## config.mk

```make
export PLATFORM = sky130hd
export DESIGN_NAME = xie_top
export DESIGN_NICKNAME = d
export VERILOG_FILES = /design/src/core/eie_pkg.sv /design/src/core/eie_gate_if.sv /design/src/core/eie_gate.sv /design/src/core/eie_top.sv
export SDC_FILE = /design/constraint.sdc
export NUM_CORES = 1
export LEC_CHECK = 0
export BUFFER_PORTS_ARGS = -buffer_cell sky130_fd_sc_hd__buf_2
export CAP_MARGIN = 15
export CORE_MARGIN = 2
export CORE_UTILIZATION = 46
export DETAILED_ROUTE_END_ITERATION = 7
export PLACE_DENSITY = 0.77
export SYNTH_ARGS = -nofsm -noshare
export SYNTH_HDL_FRONTEND = slang
export SYNTH_HIERARCHICAL = 1
export SYNTH_SLANG_ARGS = --single-unit
```

## constraint.sdc

```tcl
create_clock -name hclk -period 2 [get_ports hclk]
set_input_delay 0.5 -clock hclk [delete_from_list [all_inputs] [get_ports hclk]]
set_output_delay 0.5 -clock hclk [all_outputs]
set_load 0.02 [all_outputs]
```

## src/core/eie_pkg.sv

```systemverilog
package xie_pkg;

  // ---------------------------------------------------------------------------
  // register byte addresses on the bus
  // ---------------------------------------------------------------------------
  localparam logic [31:0] ADDR_ENABLE  = 32'h0000_00e8; // interrupt_enable_ext
  localparam logic [31:0] ADDR_PENDING = 32'h0000_00ec; // raw source flags, read only
  localparam logic [31:0] ADDR_STATUS  = 32'h0000_00f0; // sticky events, write one to clear
  localparam logic [31:0] ADDR_MASK    = 32'h0000_00f4; // mask onto the irq output

  // ---------------------------------------------------------------------------
  // reset values
  // ---------------------------------------------------------------------------
  localparam logic [7:0] ENABLE_RESET = 8'h00; // all sources blocked
  localparam logic [7:0] STATUS_RESET = 8'h00; // no events recorded
  localparam logic [7:0] MASK_RESET   = 8'h00; // irq output quiet

  // ---------------------------------------------------------------------------
  // field layout, shared by enable, pending, status and mask
  // ---------------------------------------------------------------------------
  localparam int unsigned BIT_CAPTURE  = 7; // input capture
  localparam int unsigned BIT_BROWNOUT = 6; // brownout detector
  localparam int unsigned BIT_WATCHDOG = 4; // watchdog time-out
  localparam int unsigned BIT_KEYPAD   = 1; // keypad
  localparam int unsigned BIT_I2C      = 0; // i2c
  localparam logic [7:0]  VALID_BITS   = 8'hd3; // bits 5, 3 and 2 are reserved
  localparam int unsigned REG_WIDTH    = 8; // byte-wide registers

  // ---------------------------------------------------------------------------
  // bus encodings
  // ---------------------------------------------------------------------------
  localparam logic [1:0]  HTRANS_NONSEQ = 2'h2; // only htrans[1] is decoded
  localparam logic        HRESP_OKAY    = 1'h0; // the only answer given

endpackage

```

## src/core/eie_gate_if.sv

```systemverilog
`timescale 1ns/1ps

// ---------------------------------------------------------------------------
// carries source flags and enables to the gate, requests and events back
// ---------------------------------------------------------------------------
interface xie_gate_if;
  logic [7:0] pend;        // peripheral pending flags, by bit position
  logic [7:0] en;          // enable register contents
  logic [7:0] req;         // gated requests toward the core
  logic [7:0] evt;         // one-cycle pulse on each request's rise

  modport gate (
    input  pend,
    input  en,
    output req,
    output evt
  );

  modport ctrl (
    output pend,
    output en,
    input  req,
    input  evt
  );
endinterface

```

## src/core/eie_gate.sv

```systemverilog
`timescale 1ns/1ps

// ---------------------------------------------------------------------------
// per-bit gating of source flags and rise detection of each request
// ---------------------------------------------------------------------------
module xie_gate (
  input  wire logic   hclk,
  input  wire logic   hresetn,
  xie_gate_if.gate    gif
);

  logic [7:0] req_q;        // request seen last cycle
  logic [7:0] req_d;        // request this cycle

  // ---------------------------------------------------------------------------
  // one gate per bit position
  // ---------------------------------------------------------------------------
  genvar i;
  generate
    for (i = 0; i < xie_pkg::REG_WIDTH; i = i + 1) begin : g_bit
      // flag and enable, reserved slots forced off
      assign req_d[i]   = gif.pend[i] & gif.en[i] & xie_pkg::VALID_BITS[i];
      // rise of the request marks one event
      assign gif.evt[i] = req_d[i] & ~req_q[i];
    end
  endgenerate

  assign gif.req = req_d;

  // history of the requests
  always_ff @(posedge hclk or negedge hresetn) begin
    if (!hresetn) begin
      req_q <= 8'h00;
    end else begin
      req_q <= req_d;
    end
  end

  // ---------------------------------------------------------------------------
  // checks
  // ---------------------------------------------------------------------------
  reserved_quiet_a : assert property (
    @(posedge hclk) disable iff (!hresetn)
    (gif.req & ~xie_pkg::VALID_BITS) == 8'h00 && (gif.evt & ~xie_pkg::VALID_BITS) == 8'h00)
    else $error("reserved slot raised a request");

  event_rise_a : assert property (
    @(posedge hclk) disable iff (!hresetn)
    |gif.evt |=> |(gif.evt ^ 8'hff) && ((req_q & $past(gif.evt)) == $past(gif.evt)))
    else $error("event pulse without a held request");

endmodule

```

## src/core/eie_top.sv

```systemverilog
`timescale 1ns/1ps

module xie_top (
  hclk,
  hresetn,
  hsel,
  haddr,
  htrans,
  hwrite,
  hsize,
  hwdata,
  hready,
  hreadyout,
  hresp,
  hrdata,
  capture_pend,
  brownout_pend,
  watchdog_timeout,
  keypad_pend,
  i2c_pend,
  capture_irq_req,
  brownout_irq_req,
  watchdog_irq_req,
  keypad_irq_req,
  i2c_irq_req,
  irq
);

  // ---------------------------------------------------------------------------
  // ports
  // ---------------------------------------------------------------------------
  input  wire logic        hclk;             // bus and core clock
  input  wire logic        hresetn;          // async reset, low active
  input  wire logic        hsel;             // slave select
  input  wire logic [31:0] haddr;            // byte address
  input  wire logic [1:0]  htrans;           // transfer type
  input  wire logic        hwrite;           // write when high
  input  wire logic [2:0]  hsize;            // word only, not decoded
  input  wire logic [31:0] hwdata;           // write data
  input  wire logic        hready;           // bus ready
  output wire logic        hreadyout;        // never stalls
  output wire logic        hresp;            // always okay
  output wire logic [31:0] hrdata;           // read data, registered
  input  wire logic        capture_pend;     // capture peripheral flag
  input  wire logic        brownout_pend;    // brownout detector flag
  input  wire logic        watchdog_timeout; // watchdog time-out flag
  input  wire logic        keypad_pend;      // keypad flag
  input  wire logic        i2c_pend;         // i2c flag
  output wire logic        capture_irq_req;  // gated request to core
  output wire logic        brownout_irq_req; // gated request to core
  output wire logic        watchdog_irq_req; // gated request to core
  output wire logic        keypad_irq_req;   // gated request to core
  output wire logic        i2c_irq_req;      // gated request to core
  output wire logic        irq;              // summary interrupt level

  // ---------------------------------------------------------------------------
  // state
  // ---------------------------------------------------------------------------
  logic        wr_q;        // data phase of a write pending
  logic        wr_d;
  logic [31:0] addr_q;      // address held for the data phase
  logic [31:0] addr_d;
  logic [7:0]  en_q;        // interrupt_enable_ext
  logic [7:0]  en_d;
  logic [7:0]  status_q;    // sticky event bits
  logic [7:0]  status_d;
  logic [7:0]  mask_q;      // irq mask
  logic [7:0]  mask_d;
  logic [31:0] rdata_q;     // read data register
  logic [31:0] rdata_d;

  // ---------------------------------------------------------------------------
  // decode helpers
  // ---------------------------------------------------------------------------
  logic        addr_ph;     // address phase taken this cycle
  logic        wr_en;       // write to enable register
  logic        wr_status;   // write to status register
  logic        wr_mask;     // write to mask register
  logic [7:0]  wbyte;       // low byte of write data
  logic [7:0]  pend8;       // sources spread to their bit positions

  xie_gate_if gif ();       // link to the gate

  // a transfer is taken on the edge where hsel, hready and a nonseq/seq are seen
  assign addr_ph   = hsel && hready && htrans[1] == xie_pkg::HTRANS_NONSEQ[1];
  assign wbyte     = hwdata[7:0];
  assign wr_en     = wr_q && addr_q == xie_pkg::ADDR_ENABLE;
  assign wr_status = wr_q && addr_q == xie_pkg::ADDR_STATUS;
  assign wr_mask   = wr_q && addr_q == xie_pkg::ADDR_MASK;

  // ---------------------------------------------------------------------------
  // source flags placed at their enable positions
  // ---------------------------------------------------------------------------
  always_comb begin
    pend8                             = 8'h00;
    pend8[xie_pkg::BIT_CAPTURE]       = capture_pend;
    pend8[xie_pkg::BIT_BROWNOUT]      = brownout_pend;
    pend8[xie_pkg::BIT_WATCHDOG]      = watchdog_timeout;
    pend8[xie_pkg::BIT_KEYPAD]        = keypad_pend;
    pend8[xie_pkg::BIT_I2C]           = i2c_pend;
  end

  assign gif.pend = pend8;
  assign gif.en   = en_q;

  // per-bit gating and event detection
  xie_gate xie_gate_i (
    .hclk    (hclk),
    .hresetn (hresetn),
    .gif     (gif.gate)
  );

  // ---------------------------------------------------------------------------
  // requests toward the core
  // ---------------------------------------------------------------------------
  assign capture_irq_req  = gif.req[xie_pkg::BIT_CAPTURE];
  assign brownout_irq_req = gif.req[xie_pkg::BIT_BROWNOUT];
  assign watchdog_irq_req = gif.req[xie_pkg::BIT_WATCHDOG];
  assign keypad_irq_req   = gif.req[xie_pkg::BIT_KEYPAD];
  assign i2c_irq_req      = gif.req[xie_pkg::BIT_I2C];

  // summary interrupt, high while any unmasked event is recorded
  assign irq = |(status_q & mask_q);

  // ---------------------------------------------------------------------------
  // bus phase tracking
  // ---------------------------------------------------------------------------
  // next-value logic of the address capture
  always_comb begin
    wr_d   = 1'b0;
    addr_d = addr_q;
    if (addr_ph) begin
      // hold the address for the data phase
      wr_d   = hwrite;
      addr_d = haddr;
    end
  end

  // registers of the address capture
  always_ff @(posedge hclk or negedge hresetn) begin
    if (!hresetn) begin
      wr_q   <= 1'b0;
      addr_q <= 32'h0000_0000;
    end else begin
      wr_q   <= wr_d;
      addr_q <= addr_d;
    end
  end

  // ---------------------------------------------------------------------------
  // software registers
  // ---------------------------------------------------------------------------
  // next-value logic of enable, status and mask
  always_comb begin
    en_d     = en_q;
    mask_d   = mask_q;
    status_d = status_q;
    if (wr_en) begin
      // reserved positions stay zero
      en_d = wbyte & xie_pkg::VALID_BITS;
    end
    if (wr_mask) begin
      mask_d = wbyte & xie_pkg::VALID_BITS;
    end
    if (wr_status) begin
      // write one clears the bit
      status_d = status_q & ~wbyte;
    end
    // a new event wins over a clear in the same cycle
    status_d = status_d | gif.evt;
  end

  // registers of enable, status and mask
  always_ff @(posedge hclk or negedge hresetn) begin
    if (!hresetn) begin
      en_q     <= xie_pkg::ENABLE_RESET;
      mask_q   <= xie_pkg::MASK_RESET;
      status_q <= xie_pkg::STATUS_RESET;
    end else begin
      en_q     <= en_d;
      mask_q   <= mask_d;
      status_q <= status_d;
    end
  end

  // ---------------------------------------------------------------------------
  // read path
  // ---------------------------------------------------------------------------
  // next-value logic of the read data; uses next values so a read right
  // after a write returns the freshly written byte
  always_comb begin
    rdata_d = rdata_q;
    if (addr_ph && !hwrite) begin
      case (haddr)
        xie_pkg::ADDR_ENABLE: begin
          rdata_d = {24'h00_0000, en_d};
        end
        xie_pkg::ADDR_PENDING: begin
          rdata_d = {24'h00_0000, pend8};
        end
        xie_pkg::ADDR_STATUS: begin
          rdata_d = {24'h00_0000, status_d};
        end
        xie_pkg::ADDR_MASK: begin
          rdata_d = {24'h00_0000, mask_d};
        end
        default: begin
          // unmapped reads as zero
          rdata_d = 32'h0000_0000;
        end
      endcase
    end
  end

  // register of the read data
  always_ff @(posedge hclk or negedge hresetn) begin
    if (!hresetn) begin
      rdata_q <= 32'h0000_0000;
    end else begin
      rdata_q <= rdata_d;
    end
  end

  // bus answers: zero wait, always okay
  assign hreadyout = 1'b1;
  assign hresp     = xie_pkg::HRESP_OKAY;
  assign hrdata    = rdata_q;

  // ---------------------------------------------------------------------------
  // checks
  // ---------------------------------------------------------------------------
  // clearing bit 7 by a write silences capture from the next cycle
  cap_block_a : assert property (
    @(posedge hclk) disable iff (!hresetn)
    wr_en && !wbyte[7] |=> !capture_irq_req)
    else $error("capture request passed while disabled");

  // capture request is high while its flag is high and bit 7 is set
  cap_pass_a : assert property (
    @(posedge hclk) disable iff (!hresetn)
    en_q[7] && capture_pend |-> capture_irq_req)
    else $error("capture request lost while enabled");

  // setting bit 6 lets a held brownout flag through one cycle later
  bo_pass_a : assert property (
    @(posedge hclk) disable iff (!hresetn)
    (wr_en && wbyte[6]) ##1 brownout_pend |-> brownout_irq_req)
    else $error("brownout request not passed after enable");

  // watchdog request appears with its enable when timeout is held
  wdt_enable_a : assert property (
    @(posedge hclk) disable iff (!hresetn)
    $rose(en_q[4]) && watchdog_timeout |-> watchdog_irq_req ##1 status_q[4])
    else $error("watchdog request missing after enable");

  // keypad requests stay low while bit 1 is clear
  kpd_block_a : assert property (
    @(posedge hclk) disable iff (!hresetn)
    !en_q[1] |-> !keypad_irq_req)
    else $error("keypad request passed while disabled");

  // i2c request equals its flag in the second of two cycles with bit 0 set
  i2c_pass_a : assert property (
    @(posedge hclk) disable iff (!hresetn)
    en_q[0] && i2c_pend ##1 en_q[0] |-> i2c_irq_req == i2c_pend)
    else $error("i2c request wrong while enabled");

  // a recorded watchdog event needs an enabled timeout one cycle before
  wdt_event_a : assert property (
    @(posedge hclk) disable iff (!hresetn)
    $rose(status_q[4]) |-> $past(watchdog_timeout) && $past(en_q[4]))
    else $error("watchdog event without enable");

  // reserved bits of enable never set
  reserved_en_a : assert property (
    @(posedge hclk) disable iff (!hresetn)
    (en_q & ~xie_pkg::VALID_BITS) == 8'h00)
    else $error("reserved enable bit set");

  // write one clears status bit 0 when no i2c event arrives
  w1c_clear_a : assert property (
    @(posedge hclk) disable iff (!hresetn)
    wr_status && wbyte[0] && !gif.evt[0] |=> !status_q[0])
    else $error("status bit not cleared by write");

endmodule

```

== After elaboration in Yosys (flattened, before gate mapping) ==
Index checks and enable logic that the tools add are counted.

* Reductions and logical operators: 8
* Multiply operators: 0
* Equal/unequal tests: 7
* Shifts and indexed selects: 0
* Multiplexer cells: 5
* Bitwise logic cells: 19
* Divide/modulo/power cells: 0
* Add/subtract/negate cells: 0
* $lt $le $gt $ge: 0

{| class="wikitable"
|+ Operators with widths
! operator !! number
|-
| 32-bit by 8-bit == test with 1-bit output (second input constant) || 7
|-
| 8-bit case mux with 4 select lines || 1
|-
| 8-bit 2-to-1 mux || 3
|-
| 8-bit AND || 2
|-
| 1-bit AND || 10
|-
| 8-bit inverter || 1
|-
| 8-bit OR || 1
|-
| 8-bit OR reduction || 1
|-
| 1-bit logical AND || 6
|-
| 1-bit inverter || 5
|-
| 1-bit logical NOT || 1
|-
| 1-bit 2-to-1 mux || 1
|}

* Latch bits: 0
* Memory bits (read-only): 0
* Input port bits: 79
* Memories kept: 0
* Register bits after elaboration: 94
* Output and inout port bits: 40
* Word-level logic and storage cells: 46
* RAM bits: 0

== Depth between registers and ports, before layout ==
Gate-level depths: netlist of run 1.

* Depth in word-level cells: 5
* Gate-level depth with buffers: 7
* Mapped depth without buffers: 6

== Cells and area by module ==
Netlist of run 1, hierarchy kept.

{| class="wikitable"
|+ By module, submodules not included
! module !! seq. area each (µm²) !! cells each !! instances !! area an instance (µm²)
|-
| xie_top || 1626.6 || 287 || 1 || 3275.6
|-
| xie_gate || 125.1 || 22 || 1 || 249.0
|}

== Least setup slack after synthesis of run 1 ==
No wires, ideal clock.

* Kind: register to register
* From: reg addr_q[12]
* To: reg rdata_q[6] (netlist: hrdata[6])
* Library setup time: 131 ps
* Data arrival time: 2062 ps
* Clock period less this slack: 2194 ps
* Path slack: -194 ps
* Buffers on the path: 0
* Data required time: 1869 ps
* Cell stages (with the launch flop): 7
* Cells stage by stage: dfrtp_1 > nor4_4 > nand3_2 > nor4_4 > mux2_2 > a2111oi_0 > o21ai_1

* Elaborated cells between the ends (all ways): 11
* Classes of those cells: 3 x eq/ne; 4 x mux; 1 x bitwise; 3 x reduce/logical

{| class="wikitable"
|+ RTL lines
! what !! line !! source
|-
| from (decl) || eie_top.sv:61 || <nowiki>logic [31:0] addr_q;</nowiki>
|-
| from (signal assigned) || eie_top.sv:146 || <nowiki>addr_q <= addr_d;</nowiki>
|-
| 32-bit by 8-bit == test with 1-bit output || eie_top.sv:87 || <nowiki>assign wr_en = wr_q && addr_q == xie_pkg::ADDR_ENABLE;</nowiki>
|-
| 1-bit logical AND || eie_top.sv:87 ||
|-
| 8-bit 2-to-1 mux || eie_top.sv:158 || <nowiki>if (wr_en) begin</nowiki>
|-
| via en_d[6] || eie_top.sv:64 || <nowiki>logic [7:0] en_d;</nowiki>
|-
| 8-bit case mux with 4 select lines || eie_top.sv:194 || <nowiki>case (haddr)</nowiki>
|-
| to (signal assigned) || eie_top.sv:220 || <nowiki>rdata_q <= rdata_d;</nowiki>
|-
| to (decl) || eie_top.sv:69 || <nowiki>logic [31:0] rdata_q;</nowiki>
|}

The timed path passes the listed nets, and every way through them passes these cells.
A chain may end at the register's enable or synchronous reset.

== Worst setup path in the final report of run 1 ==
* From: reg addr_q[12]
* To: reg rdata_q[5] (netlist: hrdata[5])

* Longest elaborated chain between the ends: 5
* Elaborated cells between the ends (all ways): 11
* Classes of those cells: 3 x eq/ne; 4 x mux; 1 x bitwise; 3 x reduce/logical

{| class="wikitable"
|+ RTL lines
! what !! line !! source
|-
| 32-bit by 8-bit == test with 1-bit output || eie_top.sv:88 || <nowiki>assign wr_status = wr_q && addr_q == xie_pkg::ADDR_STATUS;</nowiki>
|-
| 1-bit logical AND || eie_top.sv:88 ||
|-
| 8-bit 2-to-1 mux || eie_top.sv:165 || <nowiki>if (wr_status) begin</nowiki>
|-
| 8-bit OR || eie_top.sv:170 || <nowiki>status_d = status_d | gif.evt;</nowiki>
|-
| 8-bit case mux with 4 select lines (*) || eie_top.sv:194 ||
|}

Mark *: on every way between the ends. The rest lies on a longest branch, timed or not.

==> results of run 1 <==
## layout make-up
class	count	area [sq um]
inverters	16	60.1
well taps	99	124
fillers	587	2810
clock buffers	11	151
multi-input cells	208	1710
flip-flops and latches	70	1750
repair buffers	102	663
clock inverters	4	70.1
## timing repair
action / 4_1_cts / 5_1_grt
endpoints found under the hold margin: 0 / 0
pin swaps: 2 / 6
setup endpoints to repair: 8 / 12
setup buffers: 0 / 1
resized for setup: 4 / 10
## power groups by stage
stage / clock network, mW / logic, mW / registers (mW)
5_1_grt: 1.35 / 0.470 / 1.68
3_3_place_gp: 0 / 0.404 / 1.67
6_report: 1.27 / 0.428 / 1.66
3_5_place_dp: 0 / 0.417 / 1.68
4_1_cts: 1.30 / 0.421 / 1.65
2_1_floorplan: 0 / 0.282 / 1.66
## layer usage
metal | up-vias | part of all wire | track usage
met1 | 1320 | 0.43 | 0.259
met3 | 18 | 0.064 | 0.0523
li1 | 1268 | - | -
met2 | 111 | 0.48 | 0.317
met5 | - | 0 | 0
met4 | 0 | 0.024 | 0.0972
## flip-flops by register name (all words and copies together) (netlist names)
register / cells
status_q: 8
en_q: 8
hrdata: 8
wr_q: 1
xie_gate_i/req_q: 5
addr_q: 32
mask_q: 8
## worst register-to-register path, delay by kind of cell (launching register included)
kind | cells | cell delay (ps)
compound gates | 2 | 460
simple gates | 4 | 1050
buf+inv | 1 | 180
flops | 1 | 410
## final timing paths
path	start	endpoint	slack, ps
setup / recovery	addr_q[12]	hrdata[5]	-220
hold / removal	hresetn	addr_q[12]	100
setup reg to reg	addr_q[12]	hrdata[5]	-220
hold reg to reg	hrdata[3]	hrdata[3]	480
max in group asynchronous	hresetn	en_q[3]	1380
min in group hclk	hwdata[3]	status_q[3]	360
==> results.toml, run 1 <==
[floorplan]
die_y_um = 91.3
core_area_sq_um = 7330
core.rowCount = 31
initial_utilization = 0.478
fp.dieArea_sq_um = 8330
io_pins = 119
die_w_um = 91.3

[setup_path]
crit_fanout = 4
end_kind = "flip-flop"
critPathArrivalTime_ps = 2440
critPathTopFamily = "simple AND/OR/NAND/NOR gates"
cp-start-kind = "flip-flop"
path_depth = 7
slowest_stage = "dfrtp_1"
crit_chain = "nor4_4 > nand3_2 > nor4_4 > buf_4 > and4bb_2 > a222oi_1 > o21ai_1"
path_buf_inv = 1
critPathKind = "reg2reg"
slowest_delay_ps = 410
cp.required_ps = 2230
ff2ff_path_depth = 7
critPathMostFrequentCell = "nor4_4"

[yosys]
synth_area_sq_um = 3500
yosys_warnings = 6
syn-mean-instance-area_sq_um = 11.4
syn_inst = 306

[job]
cap_violations = 0

[global_routing]
grt_max_degree = 32
gr-total-overflow = 0
grt_pass1_wl_um = 13200
grt_use_total = 0.202
grt_antenna_before_repair = 0
first_global_vias = 2776

[cts]
insertion_delay_ps = 350
holdBufCountCts = 0
clk_pin_slew_ps = 70
clockRootBuffer = "clkbuf_8"
cts_tree = "done"
htreeDepth = 3
clock_path_buffers = 2
cts-buffers-inserted = 9
cts.sinks = 70

[sta]
max_freq_mhz = 451
hold_viol = 0
setup_tns_ps = -1520
period_share = 1.11
whs_ps = 95.8
rsz0062_at_grt = "yes"
drv_slew = 0
setup_ws_ps = -218
finalCriticalPeriod_ps = 2220
setup_viol = 8
finClkSkew_ps = 6.35

[final_layout]
fin_cells = 510
drive_gt1_frac = 0.445
antenna_cells = 0
finalCoreUtilization = 0.617
final_common_cell = "dfrtp_1"
areaGrowthSynthToFinish_pct = 29.2
layout_common_cells = "dfrtp_1 (70), buf_2 (64), mux2_2 (32), buf_4 (32), conb_1 (29)"
nets = 486
fin_area_sq_um = 4530

[power]
p_leak_nw = 2.10
p_total_mw = 3.36
powerDensity_nw_per_um2 = 742
ir_drop_mv = 0.546
power_frac_comb = 0.127
switching_power_mw = 0.845
internal_power_mw = 2.51
swShare = 0.251
seqPwrFrac = 0.494
pwr-share-clk = 0.379

[detailed_routing]
drt_iter0_drc = 116
routedWlPerCell_um = 15.6
dr.pass1.iters = 4
viasPerCell = 5.33
ant_nets = 0
vias = 2717
drc = 0
drt-total-wl_um = 7940

[place]
place_ws_ps = -406
post_dp_cell_area_sq_um = 4220
place_congestion = 0.846
io_buffer_count = 64
dp.cells = 494
hpwl_um = 5960

[status]
outcome = "complete, but fails checks"
violations = "negative setup slack"

[hold_path]
hold_path_class = "in2async"
Note: power is estimated with default switching activity, not from simulation.
==> inputs of run 2 (changes only) <==
Settings changed: ABC_AREA from default to 1, PLACE_DENSITY 0.77 to 0.76.
==> run 2 against run 1 <==
The flow now finishes without violations; sequential share of layout area rose by 2.6 points; final cell count up 31%; wire length fell by 7.7%; worst setup slack better by 400 ps; clock skew grew 4.3 ps; critical endpoint is now irq; largest cell class unchanged.
==> results.toml, run 2 <==
[yosys]
synth_area_sq_um = 3650
syn-mean-instance-area_sq_um = 7.48
syn_inst = 488
yosys_warnings = 6

[final_layout]
nets = 640
layout_common_cells = "nand2_1 (147), inv_1 (76), dfrtp_1 (70), buf_2 (64), nand3_1 (38)"
antenna_cells = 0
largest_reg_flops = 32
fill_cells = 724
final_common_cell = "nand2_1"
areaGrowthSynthToFinish_pct = 16.2
regMostFlops = "addr_q"
drive_gt1_frac = 0.196

[setup_path]
crit_chain = "nand2_1 > nand2_1 > a221oi_1 > nand2_1 > buf_2"
cp.required_ps = 1500
slowest_stage = "dfrtp_1"
path_buf_inv = 1
end_kind = "output pin"
critPathKind = "reg2out"
crit_fanout = 2
critPathArrivalTime_ps = 1320
critPathMostFrequentCell = "nand2_1"
slowest_delay_ps = 400
cp-start-kind = "flip-flop"
critPathTopFamily = "flip-flops"

[cts]
clock_path_buffers = 2
clockRootBuffer = "clkbuf_8"
clk_pin_slew_ps = 70
holdBufCountCts = 0
cts-buffers-inserted = 9
insertion_delay_ps = 350
cts_tree = "done"
htreeDepth = 3
cts.sinks = 70

[global_routing]
first_global_vias = 2945
grt_use_total = 0.184
gr-total-overflow = 0
grt_antenna_before_repair = 0
grt_max_degree = 71
grt_pass1_wl_um = 12700

[floorplan]
die_y_um = 93.1
core.rowCount = 32
io_pins = 119
die_w_um = 93.1
fp.dieArea_sq_um = 8670
core_area_sq_um = 7730
initial_utilization = 0.472

[sta]
drv_slew = 0
rsz0062_at_grt = "no"
max_freq_mhz = 551
finClkSkew_ps = 10.6
period_share = 0.908
setup_tns_ps = 0
setup_viol = 0
finalCriticalPeriod_ps = 1820
hold_viol = 0
setup_ws_ps = 185

[power]
ir_drop_mv = 0.528
p_leak_nw = 2.41
powerDensity_nw_per_um2 = 729
p_total_mw = 3.09

[place]
hpwl_um = 5660
place_congestion = 0.808
place_ws_ps = 67.4
io_buffer_count = 64

[detailed_routing]
ant_nets = 0
vias = 3087
routedWlPerCell_um = 11.0
drt-total-wl_um = 7330
drt_iter0_drc = 162
dr.pass1.iters = 4
drc = 0
viasPerCell = 4.62

[hold_path]
hold_path_class = "in2async"

[job]
cap_violations = 0

[status]
outcome = "finished, final reports clean"
==> run 2: worst paths after layout <==
check	from	to	slack [ps]	cells past startpoint
min in group hclk	haddr[6]	addr_q[6]	360	3
worst min register to register	en_q[5]	en_q[5]	470	2
worst max register to register	addr_q[18]	hrdata[1]	250	13
worst min-delay path	hresetn	xie_gate_i/req_q[4]	170	2
worst max-delay path	mask_q[1]	irq	180	5
max in group asynchronous	hresetn	addr_q[2]	1540	2
==> run 2: through the flow <==
step	cells	area, sq um	hold WS (ps)	utilization
3_5_place_dp	652	4020	453	0.521
6_report	668	4240	166	0.549
3_3_place_gp	652	4020	455	0.521
4_1_cts	668	4230	178	0.548
5_1_grt	668	4240	194	0.549
2_1_floorplan	514	3750	204	-
==> run 2: layer usage <==
layer  vias to the layer above  global-route usage  routed length, um
li1                       1574                   -                  -
met1                      1402               0.234               3280
met2                        99               0.306               3500
met3                        12              0.0508                442
met4                         0              0.0600                107
met5                         -                   0                  0
==> run 2: power by group <==
| group | switching, mW | leakage, nW | internal [mW] |
|---|---|---|---|
| clock | 0.527 | 0.0976 | 0.641 |
| combinational | 0.220 | 1.42 | 0.126 |
| sequential | 0.0600 | 0.893 | 1.52 |
| total | 0.807 | 2.41 | 2.29 |
==> run 2: cell type report <==
| type | instances | area, sq um | area share |
|---|---|---|---|
| tap | 102 | 128 | 0.0301 |
| clock buffer | 11 | 151 | 0.0357 |
| clock inverter | 5 | 57.6 | 0.0136 |
| inverter | 82 | 308 | 0.0725 |
| multi-input combinational | 325 | 1450 | 0.341 |
| timing repair buffer | 73 | 400 | 0.0944 |
| sequential | 70 | 1750 | 0.413 |
==> run 2: timing repair <==
item                                   CTS  global route
gates resized for setup                  0             2
setup endpoints to repair                0             4
buffers inserted                         0             0
endpoints found under the hold margin    0             0
